## src/shared/glsfe_pkg.sv

```systemverilog
package glsfe_pkg;
    // ************************************************************
    // widths and counts
    // ************************************************************
    localparam int ADDR_BITS = 5;
    localparam int DATA_BITS = 6;
    localparam int BUS_BITS = 8;
    localparam int CMP_BITS = 7;
    localparam int CHAIN_BYTES = 12;
    localparam int FIFO_DEPTH = 16;
    localparam int STROBE_CYCLES = 2;
    localparam int SYNC_STAGES = 3;
    // ************************************************************
    // values
    // ************************************************************
    localparam logic [6:0] CR_CODE = 7'h0D;
    localparam logic [1:0] PULSE_RST = 2'h0;
endpackage

```

## src/shared/glsfe_fifo_if.sv

```systemverilog
`timescale 1ns/10ps
`default_nettype none
interface glsfe_fifo_if #(parameter int WIDTH = 7);
    logic in_valid;
    logic in_ready;
    logic [WIDTH-1:0] in_data;
    logic out_valid;
    logic out_ready;
    logic [WIDTH-1:0] out_data;
    modport producer(output in_valid, output in_data, input in_ready,
                     input out_valid, input out_data, output out_ready);
    modport fifo(input in_valid, input in_data, output in_ready,
                 output out_valid, output out_data, input out_ready);
endinterface
`default_nettype wire

```

## src/glsfe_fifo.sv

```systemverilog
`timescale 1ns/10ps
`default_nettype none
module glsfe_fifo
    import glsfe_pkg::*;
#(
    parameter int WIDTH = 7,
    parameter int DEPTH = FIFO_DEPTH
) (
    // clock and reset
    input wire logic CLK,
    input wire logic SRST,
    // streams
    glsfe_fifo_if.fifo f
);
    localparam int AW = $clog2(DEPTH);
    logic [WIDTH-1:0] mem [DEPTH];
    logic [AW-1:0] wr_ptr;
    logic [AW-1:0] rd_ptr;
    logic [AW:0] count;
    logic do_wr;
    logic do_rd;

    assign f.in_ready = (count != (AW+1)'(DEPTH));
    assign f.out_valid = (count != '0);
    assign f.out_data = mem[rd_ptr];
    assign do_wr = f.in_valid && f.in_ready;
    assign do_rd = f.out_valid && f.out_ready;

    always_ff @(posedge CLK) begin
        if (do_wr) begin
            mem[wr_ptr] <= f.in_data;
        end
    end

    always_ff @(posedge CLK) begin
        if (SRST) begin
            wr_ptr <= '0;
            rd_ptr <= '0;
            count <= '0;
        end else begin
            if (do_wr) begin
                wr_ptr <= (wr_ptr == AW'(DEPTH - 1)) ? '0 : wr_ptr + 1'b1;
            end
            if (do_rd) begin
                rd_ptr <= (rd_ptr == AW'(DEPTH - 1)) ? '0 : rd_ptr + 1'b1;
            end
            if (do_wr && !do_rd) begin
                count <= count + 1'b1;
            end else if (do_rd && !do_wr) begin
                count <= count - 1'b1;
            end
        end
    end
endmodule
`default_nettype wire

```

## src/glsfe_top.sv

```systemverilog
`timescale 1ns/10ps
`default_nettype none
// Notes on behaviour
// RULE1 - listen address comes from five hardware switches, never from the bus
// RULE2 - addressed indicator lit exactly while listening
// RULE3 - negative-logic bus data inverted to positive logic for the chain
// RULE4 - data buffers enabled only while listen_active_n is low
// RULE5 - buffered data drives first chain card and the terminator comparator
// RULE6 - seven buffered bits compared with carriage return flag end of string
// RULE7 - steering high for ordinary bytes selects shift path
// RULE8 - receive strobe sampled by a two-bit shift register on chip clock
// RULE9 - inverted shift register output low acknowledges the byte
// RULE10 - byte strobe lasts two chip clock periods, output as shift when steering high
// RULE11 - carriage return drops steering and routes strobe to load output
// RULE12 - init or clear command asserts active-low chain clear
// RULE13 - controller sends unlisten after each command string
// RULE14 - unlisten deasserts listening, indicator off, buffers disabled
// RULE15 - no panel controls; everything arrives over the bus
// RULE16 - controller sends twelve six-bit bytes then carriage return
// RULE17 - shift moves chain one stage; load copies stages into output latches
// RULE18 - chain clear forces every stage and latch bit to zero
// RULE19 - each byte yields exactly one of shift or load, never both
module glsfe_top
    import glsfe_pkg::*;
(
    // clock and reset
    input wire logic CLK,
    input wire logic SRST,
    // hardware address straps
    input wire logic [ADDR_BITS-1:0] LISTEN_ADDRESS_SWITCHES,
    // instrument bus, negative-logic data lines, active-high command lines
    input wire logic [BUS_BITS-1:0] BUS_DIO_N,
    input wire logic BUS_LISTEN_ADDR,
    input wire logic BUS_UNLISTEN,
    input wire logic BUS_DEVICE_CLEAR,
    input wire logic BUS_BYTE_VALID,
    output logic BUS_BYTE_TAKEN,
    // listener status
    output logic ADDRESSED_INDICATOR,
    output logic LISTEN_ACTIVE_N,
    output logic RX_TRANSFER_DONE,
    // latch chain backplane
    output logic [DATA_BITS-1:0] CHAIN_DATA,
    output logic CHAIN_SHIFT_PULSE,
    output logic LATCH_TRANSFER_PULSE,
    output logic CHAIN_CLEAR_N,
    // relay drive image of the whole chain
    output logic [CHAIN_BYTES*DATA_BITS-1:0] RELAY_DRIVE
);
    // ************************************************************
    // pin synchronisers
    // ************************************************************
    localparam int NSYNC = BUS_BITS + 4;
    // idle bus: negative-logic data lines high, command lines low
    localparam logic [NSYNC-1:0] PIN_IDLE = {{BUS_BITS{1'b1}}, 4'h0};
    logic [NSYNC-1:0] pin_raw;
    logic [NSYNC-1:0] s1, s2, s3;
    logic [NSYNC-1:0] pin_q;
    assign pin_raw = {BUS_DIO_N, BUS_LISTEN_ADDR, BUS_UNLISTEN, BUS_DEVICE_CLEAR,
                      BUS_BYTE_VALID};

    always_ff @(posedge CLK) begin
        // stages reset to the idle level, so release shows no false edge
        if (SRST) begin
            s1 <= PIN_IDLE;
            s2 <= PIN_IDLE;
            s3 <= PIN_IDLE;
        end else begin
            s1 <= pin_raw;
            s2 <= s1;
            s3 <= s2;
        end
    end

    // a change counts only once stages two and three agree
    genvar gi;
    generate
        for (gi = 0; gi < NSYNC; gi++) begin : g_agree
            always_ff @(posedge CLK) begin
                if (SRST) begin
                    pin_q[gi] <= PIN_IDLE[gi];
                end else if (s2[gi] == s3[gi]) begin
                    pin_q[gi] <= s3[gi];
                end
            end
        end
    endgenerate

    logic [BUS_BITS-1:0] dio_n;
    logic listen_cmd, unlisten_cmd, clear_cmd, byte_valid;
    assign dio_n = pin_q[NSYNC-1:4];
    assign listen_cmd = pin_q[3];
    assign unlisten_cmd = pin_q[2];
    assign clear_cmd = pin_q[1];
    assign byte_valid = pin_q[0];

    // ************************************************************
    // address capture and listen state
    // ************************************************************
    logic [ADDR_BITS-1:0] my_addr;
    logic listening;

    // straps are sampled every clock, reset included, never set from bus traffic
    always_ff @(posedge CLK) begin
        my_addr <= LISTEN_ADDRESS_SWITCHES; // RULE1
    end

    // listen address on the bus lines matches the straps
    logic addr_hit;
    assign addr_hit = listen_cmd && ((~dio_n[ADDR_BITS-1:0]) == my_addr); // RULE1

    always_ff @(posedge CLK) begin
        if (SRST) begin
            listening <= 1'b0;
        end else if (unlisten_cmd) begin
            listening <= 1'b0; // RULE14
        end else if (addr_hit) begin
            listening <= 1'b1; // RULE15
        end
    end

    assign LISTEN_ACTIVE_N = ~listening; // RULE14
    assign ADDRESSED_INDICATOR = listening; // RULE2

    // ************************************************************
    // data buffers and terminator compare
    // ************************************************************
    logic [BUS_BITS-1:0] buf_data;
    logic end_of_string;
    // buffers pass nothing unless listen_active_n is low
    assign buf_data = LISTEN_ACTIVE_N ? '0 : ~dio_n; // RULE3 RULE4
    assign end_of_string = (buf_data[CMP_BITS-1:0] == CR_CODE); // RULE6 RULE5

    // ************************************************************
    // receive strobe and acknowledge
    // ************************************************************
    logic rx_byte_strobe;
    logic valid_d;
    logic [1:0] strobe_sr;
    logic fifo_ok;

    always_ff @(posedge CLK) begin
        if (SRST) begin
            valid_d <= 1'b0;
        end else begin
            valid_d <= byte_valid;
        end
    end

    // one strobe per new byte; a byte whose first cycle finds the fifo full is never taken
    assign rx_byte_strobe = byte_valid && !valid_d && listening && fifo_ok; // RULE8

    always_ff @(posedge CLK) begin
        if (SRST) begin
            strobe_sr <= PULSE_RST;
        end else begin
            strobe_sr <= {strobe_sr[0], rx_byte_strobe}; // RULE8
        end
    end

    // inverted second stage falls to acknowledge the byte
    assign RX_TRANSFER_DONE = ~strobe_sr[1]; // RULE9
    assign BUS_BYTE_TAKEN = strobe_sr[1];

    // ************************************************************
    // byte fifo between bus and chain
    // ************************************************************
    glsfe_fifo_if #(.WIDTH(DATA_BITS + 1)) fq();
    assign fq.in_valid = rx_byte_strobe;
    assign fq.in_data = {end_of_string, buf_data[DATA_BITS-1:0]};
    assign fifo_ok = fq.in_ready;

    glsfe_fifo #(.WIDTH(DATA_BITS + 1), .DEPTH(FIFO_DEPTH)) u_fifo (
        .CLK(CLK),
        .SRST(SRST),
        .f(fq.fifo)
    );

    // ************************************************************
    // pulse generation and steering
    // ************************************************************
    logic [1:0] pulse_cnt;
    logic terminator_steer;
    logic busy;
    assign busy = (pulse_cnt != PULSE_RST);
    assign fq.out_ready = !busy;

    always_ff @(posedge CLK) begin
        if (SRST) begin
            pulse_cnt <= PULSE_RST;
        end else if (!busy && fq.out_valid) begin
            pulse_cnt <= 2'(STROBE_CYCLES); // RULE10
        end else if (busy) begin
            pulse_cnt <= pulse_cnt - 2'h1;
        end
    end

    always_ff @(posedge CLK) begin
        if (SRST) begin
            terminator_steer <= 1'b1;
            CHAIN_DATA <= '0;
        end else if (!busy && fq.out_valid) begin
            terminator_steer <= ~fq.out_data[DATA_BITS]; // RULE7 RULE11
            CHAIN_DATA <= fq.out_data[DATA_BITS-1:0]; // RULE5
        end
    end

    // exactly one path carries each strobe
    assign CHAIN_SHIFT_PULSE = busy && terminator_steer; // RULE10 RULE19
    assign LATCH_TRANSFER_PULSE = busy && !terminator_steer; // RULE11 RULE19

    // ************************************************************
    // chain clear
    // ************************************************************
    always_ff @(posedge CLK) begin
        if (SRST) begin
            CHAIN_CLEAR_N <= 1'b0;
        end else begin
            CHAIN_CLEAR_N <= ~clear_cmd; // RULE12
        end
    end

    // ************************************************************
    // latch chain model of the backplane cards
    // ************************************************************
    logic [CHAIN_BYTES*DATA_BITS-1:0] stages;
    logic [CHAIN_BYTES*DATA_BITS-1:0] stage_in;
    logic shift_edge, load_edge;
    // act once per pulse, on its first cycle
    assign shift_edge = CHAIN_SHIFT_PULSE && pulse_cnt == 2'(STROBE_CYCLES);
    assign load_edge = LATCH_TRANSFER_PULSE && pulse_cnt == 2'(STROBE_CYCLES);
    // stage zero takes the buffered data, every later stage its predecessor
    assign stage_in = {stages[(CHAIN_BYTES-1)*DATA_BITS-1:0], CHAIN_DATA};

    genvar gs;
    generate
        for (gs = 0; gs < CHAIN_BYTES; gs++) begin : g_stage
            // clear is a level on the backplane, so it overrides a pulse in flight
            always_ff @(posedge CLK) begin
                if (SRST || !CHAIN_CLEAR_N) begin
                    stages[gs*DATA_BITS +: DATA_BITS] <= '0; // RULE18
                    RELAY_DRIVE[gs*DATA_BITS +: DATA_BITS] <= '0; // RULE18
                end else begin
                    if (shift_edge) begin
                        stages[gs*DATA_BITS +: DATA_BITS] <= stage_in[gs*DATA_BITS +: DATA_BITS]; // RULE17
                    end
                    if (load_edge) begin
                        RELAY_DRIVE[gs*DATA_BITS +: DATA_BITS] <= stages[gs*DATA_BITS +: DATA_BITS]; // RULE17
                    end
                end
            end
        end
    endgenerate
endmodule
`default_nettype wire

```

## config.mk

```make
export PLATFORM = sky130hd
export DESIGN_NAME = glsfe_top
export DESIGN_NICKNAME = d
export VERILOG_FILES = /design/src/shared/glsfe_pkg.sv /design/src/shared/glsfe_fifo_if.sv /design/src/glsfe_fifo.sv /design/src/glsfe_top.sv
export SDC_FILE = /design/constraint.sdc
export NUM_CORES = 1
export LEC_CHECK = 0
export BUFFER_PORTS_ARGS = -buffer_cell sky130_fd_sc_hd__buf_4
export CORE_AREA = 2 2 148 164
export DETAILED_ROUTE_END_ITERATION = 7
export DIE_AREA = 0 0 150 166
export PLACE_DENSITY_LB_ADDON = 0.25
export SLEW_MARGIN = 20
export SYNTH_ARGS = -nofsm -noshare
export SYNTH_HDL_FRONTEND = slang
export SYNTH_SLANG_ARGS = --single-unit
```

## constraint.sdc

```tcl
create_clock -name CLK -period 2.97 [get_ports CLK]
set_input_delay 0.297 -clock CLK [delete_from_list [all_inputs] [get_ports CLK]]
set_output_delay 0.297 -clock CLK [all_outputs]
set_load 0.05 [all_outputs]
```

==> out/metrics.cfg, run 1 <==
[run_status]
status=finished, final reports clean

[grt]
overflow=0
met1_usage=0.256
grt_busiest_layer=met2
met3_usage=0.0272
grt_usage=0.193
grt_pass1_wl_microns=38800
grt_max_degree=72
grt_antenna_before_repair=0
use_met2=0.331
grt_pass1_vias=7457

[routing]
dr.pass1.iters=5
avgViaCountPerCell=5.25
drt-initial-drc-count=457
drc=0
wirelength_microns=24300
vias=7975
drtAntennaViolNets=0
detail_route.wl_per_cell_microns=16.0

[floorplan]
dieArea_sq_mm=0.0249
design.core.area_sq_mm=0.0233
die_h_microns=166
die_x_microns=150
fp-row-count=59
io-pin-count=104
start_util=0.521

[synth]
yosysSeqAreaShare=0.646
yosysTopAreaCell=dfxtp_1
synth_compound_gate_area_share=0.0920
synth_top_area_frac=0.369
ys_top_cells_by_area=dfxtp_1 37%, edfxtp_1 28%, nand2_1 9.3%, a21oi_1 6.7%, mux4_1 4.5%
synth-seq-cells=336
synthMuxAreaShare=0.0749
synth_fa_ha_area_frac=0.0109
netlist_area_sq_mm=0.0122
yosysWarnings=0
yosysUniqueCellTypes=49
netlist_instances=1088
synth_top_family_by_area=simple AND/OR/NAND/NOR gates
synth-edff-count=112
synth_simple_gate_area_frac=0.137
synthArstFlopShare=0
syn-num-nets=1117
syn_area_per_cell_sq_um=11.2
synthFlopType=dfxtp_1
synth_xor_area_frac=0.00721

[cts]
clkTransAtPathRegs_ps=60
cts_sinks=336
cts_inserted_buffers=31
h-tree-depth=1
cts_tree=done
clk_latency_ps=550
cts_max_path_buffers=3
root_buffer=clkbuf_16
cts_setup_buffers=0

[sta]
final_hold_viol_count=0
skew_ps=8.83
setup_viol=0
max_slew_margin=0.307
rsz0062_at_grt=false
setup_tns_ps=0
min_period_over_period=0.964
fin_crit_ps=2860
max_freq_mhz=349
worst_slew_pin_slew_ps=1040
slew_violations=0

[worst_setup_path]
crit_chain=or4_4 -> o21ai_4 -> ha_2 -> inv_2 -> fa_1 -> a21o_1 -> a21oi_1 -> mux2i_1 -> mux2_2
r2r-start=u_fifo.count[1]
cp_top_family=adder cells
cpPeakStageDelay_ps=580
worstPathRequired_ps=3400
endpoint_kind=register
critical_path_class=reg -> reg
cp_max_fo=5
critPathLaunchType=register
ff2ff_path_depth=9
cp_slowest_cell=or4_4
r2r-end=u_fifo.count[4]
r2r_setup_slack_ps=110
arrival_ps=3300
critPathBufInv=1

[layout]
nets=1222
final_core_util=0.616
layout_commonest_cell=nand2_1
most-common-layout-cells=300 x nand2_1, 223 x dfxtp_1, 163 x a21oi_1, 124 x buf_4, 112 x edfxtp_1
syn2layout_area_growth_pct=18.1
layout-drive-gt1-share=0.185
diodes=0

[hold_path]
min_from=SRST
hold_path.class=in -> reg
min_to=dio_n[5]
hold_depth=4

[pwr]
power.leakage_nw=4.94
p_total_mw=10.2
vdd_drop_max_uv=474
power_density_mw_per_mm2=709

[run]
cap_violations=0

[placed_design]
port_buffers=102
hpwlAfterDp_microns=15300
gp_congestion=0.744

-- area by class of cell --
class	count	area, sq um
sequential	336	7850
clock inverter	5	25.0
clock buffer	49	955
inverter	8	30.0
fill	1878	8970
multi-input combinational	673	3970
tap	305	382
timing repair buffer	143	1150
-- worst register-to-register path, delay by kind of cell, from the launching register on --
kind	cells	cell delay, ps
multiplexers	2	550
AND/OR/NAND/NOR	1	580
AO/OA/AOI/OAI	3	510
flip-flops	1	350
buffers and inverters	1	70
adder cells (fa/ha/maj)	2	670
-- routing by layer --
layer	up-vias	share of wire
li1	3948	-
met1	3811	0.43
met3	34	0.048
met4	0	0.019
met5	-	0
met2	182	0.50
-- metrics by stage --
stage	area (sq um)	hold slack, ps	worst slack [ps]	std cells
after detailed placement	13200	396	85.0	1449
after global routing	14400	244	8.12	1519
after CTS	14300	208	74.9	1519
final	14400	229	106	1519
after global placement	13200	392	123	1449
after floorplan	12200	325	22.9	1088
-- synth_stat cells (2+ instances only) --
master    count
nand2_1     301
dfxtp_1     224
a21oi_1     163
edfxtp_1    112
clkbuf_1     46
nor2_1       44
or2_2        22
mux4_1       21
mux2i_1      19
nor2b_1      15
buf_2        12
o21ai_0      12
ha_1          9
buf_4         7
inv_1         7
mux4_2        7
o22ai_1       7
a31o_1        6
nor3_1        6
xnor2_1       5
xor2_1        5
nand2b_1      4
a31oi_1       3
buf_6         3
a21o_1        2
buf_12        2
nor4_1        2
-- what timing repair did --
action                                 4_1_cts  5_1_grt
resized for setup                            0        2
hold buffers                                16        0
endpoints found under the hold margin       16        0
setup endpoints to repair                    0        1
-- cells by family after synthesis --
group | count (synthesis)
DFF | 336
xor gates and xnor gates | 10
buffers and inverters | 79
and+or+nand+nor | 403
AOI/OAI and AO/OA | 202
muxes | 48
adders and majority gates | 10
-- worst max path at each step --
stage	from	endpoint	slack [ps]	depth (start not counted)
floorplan	u_fifo.count[0]	u_fifo.count[4]	20	10
global placement	u_fifo.count[1]	u_fifo.count[4]	120	9
detailed placement	u_fifo.count[1]	u_fifo.count[4]	80	9
CTS	u_fifo.count[1]	u_fifo.count[4]	70	9
global route	u_fifo.count[1]	u_fifo.count[4]	8	9
finish	u_fifo.count[1]	u_fifo.count[4]	110	9
-- power breakdown --
group | leakage (nW) | switching [mW] | internal, mW
combinational | 1.52 | 0.912 | 0.517
sequential | 2.92 | 0.127 | 4.84
clock | 0.492 | 1.60 | 2.18
-- state kept, by name, summed over array words and instances (netlist names), 2 cells and up, named ones only --
| register | cells |
|---|---|
| u_fifo.mem | 112 |
| RELAY_DRIVE | 72 |
| stage_in | 66 |
| s1 | 11 |
| s2 | 11 |
| s3 | 11 |
| dio_n | 7 |
| CHAIN_DATA | 6 |
| stages | 6 |
| my_addr | 5 |
| u_fifo.count | 5 |
| u_fifo.rd_ptr | 4 |
| u_fifo.wr_ptr | 4 |
| pulse_cnt | 2 |
| strobe_sr | 2 |
No activity file was read; power rests on OpenSTA's default activity.
==> run 2, diff against run 1 <==
--- a/config.mk
+++ b/config.mk
@@ -5,7 +5,7 @@
 export SDC_FILE = /design/constraint.sdc
 export NUM_CORES = 1
 export LEC_CHECK = 0
-export BUFFER_PORTS_ARGS = -buffer_cell sky130_fd_sc_hd__buf_4
+export BUFFER_PORTS_ARGS = -buffer_cell sky130_fd_sc_hd__buf_2
 export CORE_AREA = 2 2 148 164
 export DETAILED_ROUTE_END_ITERATION = 7
 export DIE_AREA = 0 0 150 166
==> run 2 against run 1 <==
Against the previous run: largest cell class unchanged; wire length is 0.84% lower; clock skew rose by 12 ps; flip-flop and latch count stayed put; register-to-register slack about the same; setup slack gained 2.9 ps; critical endpoint unchanged; global-route usage up 0.52 points.
==> out/metrics.cfg, run 2 (synthesis gave the netlist of run 1 again) <==
[run_status]
status=finished, final reports clean

[grt]
overflow=0
grt_usage=0.198
grt_max_degree=73
grt_pass1_wl_microns=39500
grt_antenna_before_repair=0
grt_pass1_vias=7868

[routing]
avgViaCountPerCell=5.23
drc=0
detail_route.wl_per_cell_microns=15.8
drtAntennaViolNets=0
wirelength_microns=24100
drt-initial-drc-count=398
vias=7967
dr.pass1.iters=5

[worst_setup_path]
arrival_ps=3250
ff2ff_path_depth=9
crit_chain=or4_4 -> o21ai_4 -> ha_2 -> inv_2 -> fa_1 -> a21o_1 -> a21oi_1 -> mux2i_1 -> mux2_2
cp.depth=9
critPathLaunchType=register
critical_path_class=reg -> reg
endpoint_kind=register
cp_top_family=adder cells
cpPeakStageDelay_ps=590
cp_slowest_cell=or4_4
critPathBufInv=1
cp_max_fo=5
worstPathRequired_ps=3360

[cts]
clk_latency_ps=510
cts_max_path_buffers=3
cts_tree=done
cts_setup_buffers=0
clkTransAtPathRegs_ps=60
cts_sinks=336
h-tree-depth=2
cts_inserted_buffers=35
root_buffer=clkbuf_16

[layout]
final_core_util=0.612
diodes=0
most-common-layout-cells=300 x nand2_1, 223 x dfxtp_1, 163 x a21oi_1, 112 x edfxtp_1, 102 x buf_2
nets=1221
largest_reg_flops=112
top_register=u_fifo.mem
layout-drive-gt1-share=0.186
layout_commonest_cell=nand2_1
stdcell_count=1523
syn2layout_area_growth_pct=17.4

[sta]
final_hold_viol_count=0
max_slew_margin=0.288
fin_crit_ps=2860
rsz0062_at_grt=false
layout_setup_ws_ps=109
slew_violations=0
setup_viol=0
min_period_over_period=0.963
skew_ps=21.2
setup_tns_ps=0
max_freq_mhz=350
worst_slew_pin_slew_ps=1060

[floorplan]
fp-row-count=59
die_h_microns=166
start_util=0.521
dieArea_sq_mm=0.0249
design.core.area_sq_mm=0.0233
io-pin-count=104
die_x_microns=150

[placed_design]
hpwlAfterDp_microns=14900
gp_congestion=0.752
port_buffers=102
pre_cts_slack_ps=98.6
dpl.cell_count=1445

[run]
cap_violations=0

[pwr]
power_density_mw_per_mm2=751
vdd_drop_max_uv=447
power.leakage_nw=4.99

[hold_path]
hold_path.class=in -> reg
hold_depth=2

==> run 2: cell count changes in the layout (fill, tap and decap cells not counted), sizes merged <==
cell | before | now
inv | 7 | 9
clkinvlp | 0 | 3
buf | 127 | 123
clkinv | 6 | 8
bufinv | 0 | 2
dlygate4sd3 | 16 | 15
==> run 2: repair_timing <==
item | CTS | global route
endpoints found under the hold margin | 15 | 0
endpoints found under the setup margin | 0 | 1
resized for setup | 0 | 3
hold buffers | 15 | 0
==> run 2: where the power goes <==
| group | internal (mW) | switching (mW) | total (mW) | leakage (nW) |
|---|---|---|---|---|
| sequential | 4.84 | 0.148 | 4.99 | 2.92 |
| clock | 2.65 | 1.70 | 4.35 | 0.582 |
| combinational | 0.492 | 0.891 | 1.38 | 1.49 |
| total | 7.98 | 2.74 | 10.7 | 4.99 |
==> run 2: metal layers <==
layer / routed length (microns) / vias up / share of wire / global-route usage
met5: 0 / - / 0 / 0
met4: 687 / 0 / 0.028 / 0.0710
met3: 1050 / 55 / 0.044 / 0.0321
met2: 12000 / 169 / 0.50 / 0.344
met1: 10400 / 3791 / 0.43 / 0.249
li1: - / 3952 / - / -
==> run 2: worst register-to-register path: stages, from the launching register on <==
cell and delay [ps]:
dfxtp_1 370, or4_4 590, o21ai_4 160, ha_2 200
inv_2 70, fa_1 450, a21o_1 170, a21oi_1 170
mux2i_1 210, mux2_2 350
==> run 2: path summary, 6_finish.rpt <==
path	start	endpoint	slack, ps
worst max-delay path	u_fifo.count[1]	u_fifo.count[4]	110
worst min-delay path	BUS_LISTEN_ADDR	s1[3]	40
worst max register to register	u_fifo.count[1]	u_fifo.count[4]	110
worst min register to register	s1[8]	s2[8]	410
==> run 2: area by class of cell <==
cell class,instances,area [sq um]
clock buffer,49,1050
tap,305,382
clock inverter,14,126
multi-input combinational,673,3960
sequential,336,7850
timing repair buffer,138,868
fill,1897,9060
inverter,8,30.0
==> run 2: metrics by stage <==
step	instance area, sq um	hold WS [ps]	power [mW]
after detailed placement	12900	393	6.44
after global routing	14300	69.2	11.1
after floorplan	12200	325	6.14
final	14300	35.6	10.7
after global placement	12900	392	6.42
after CTS	14300	19.0	10.8
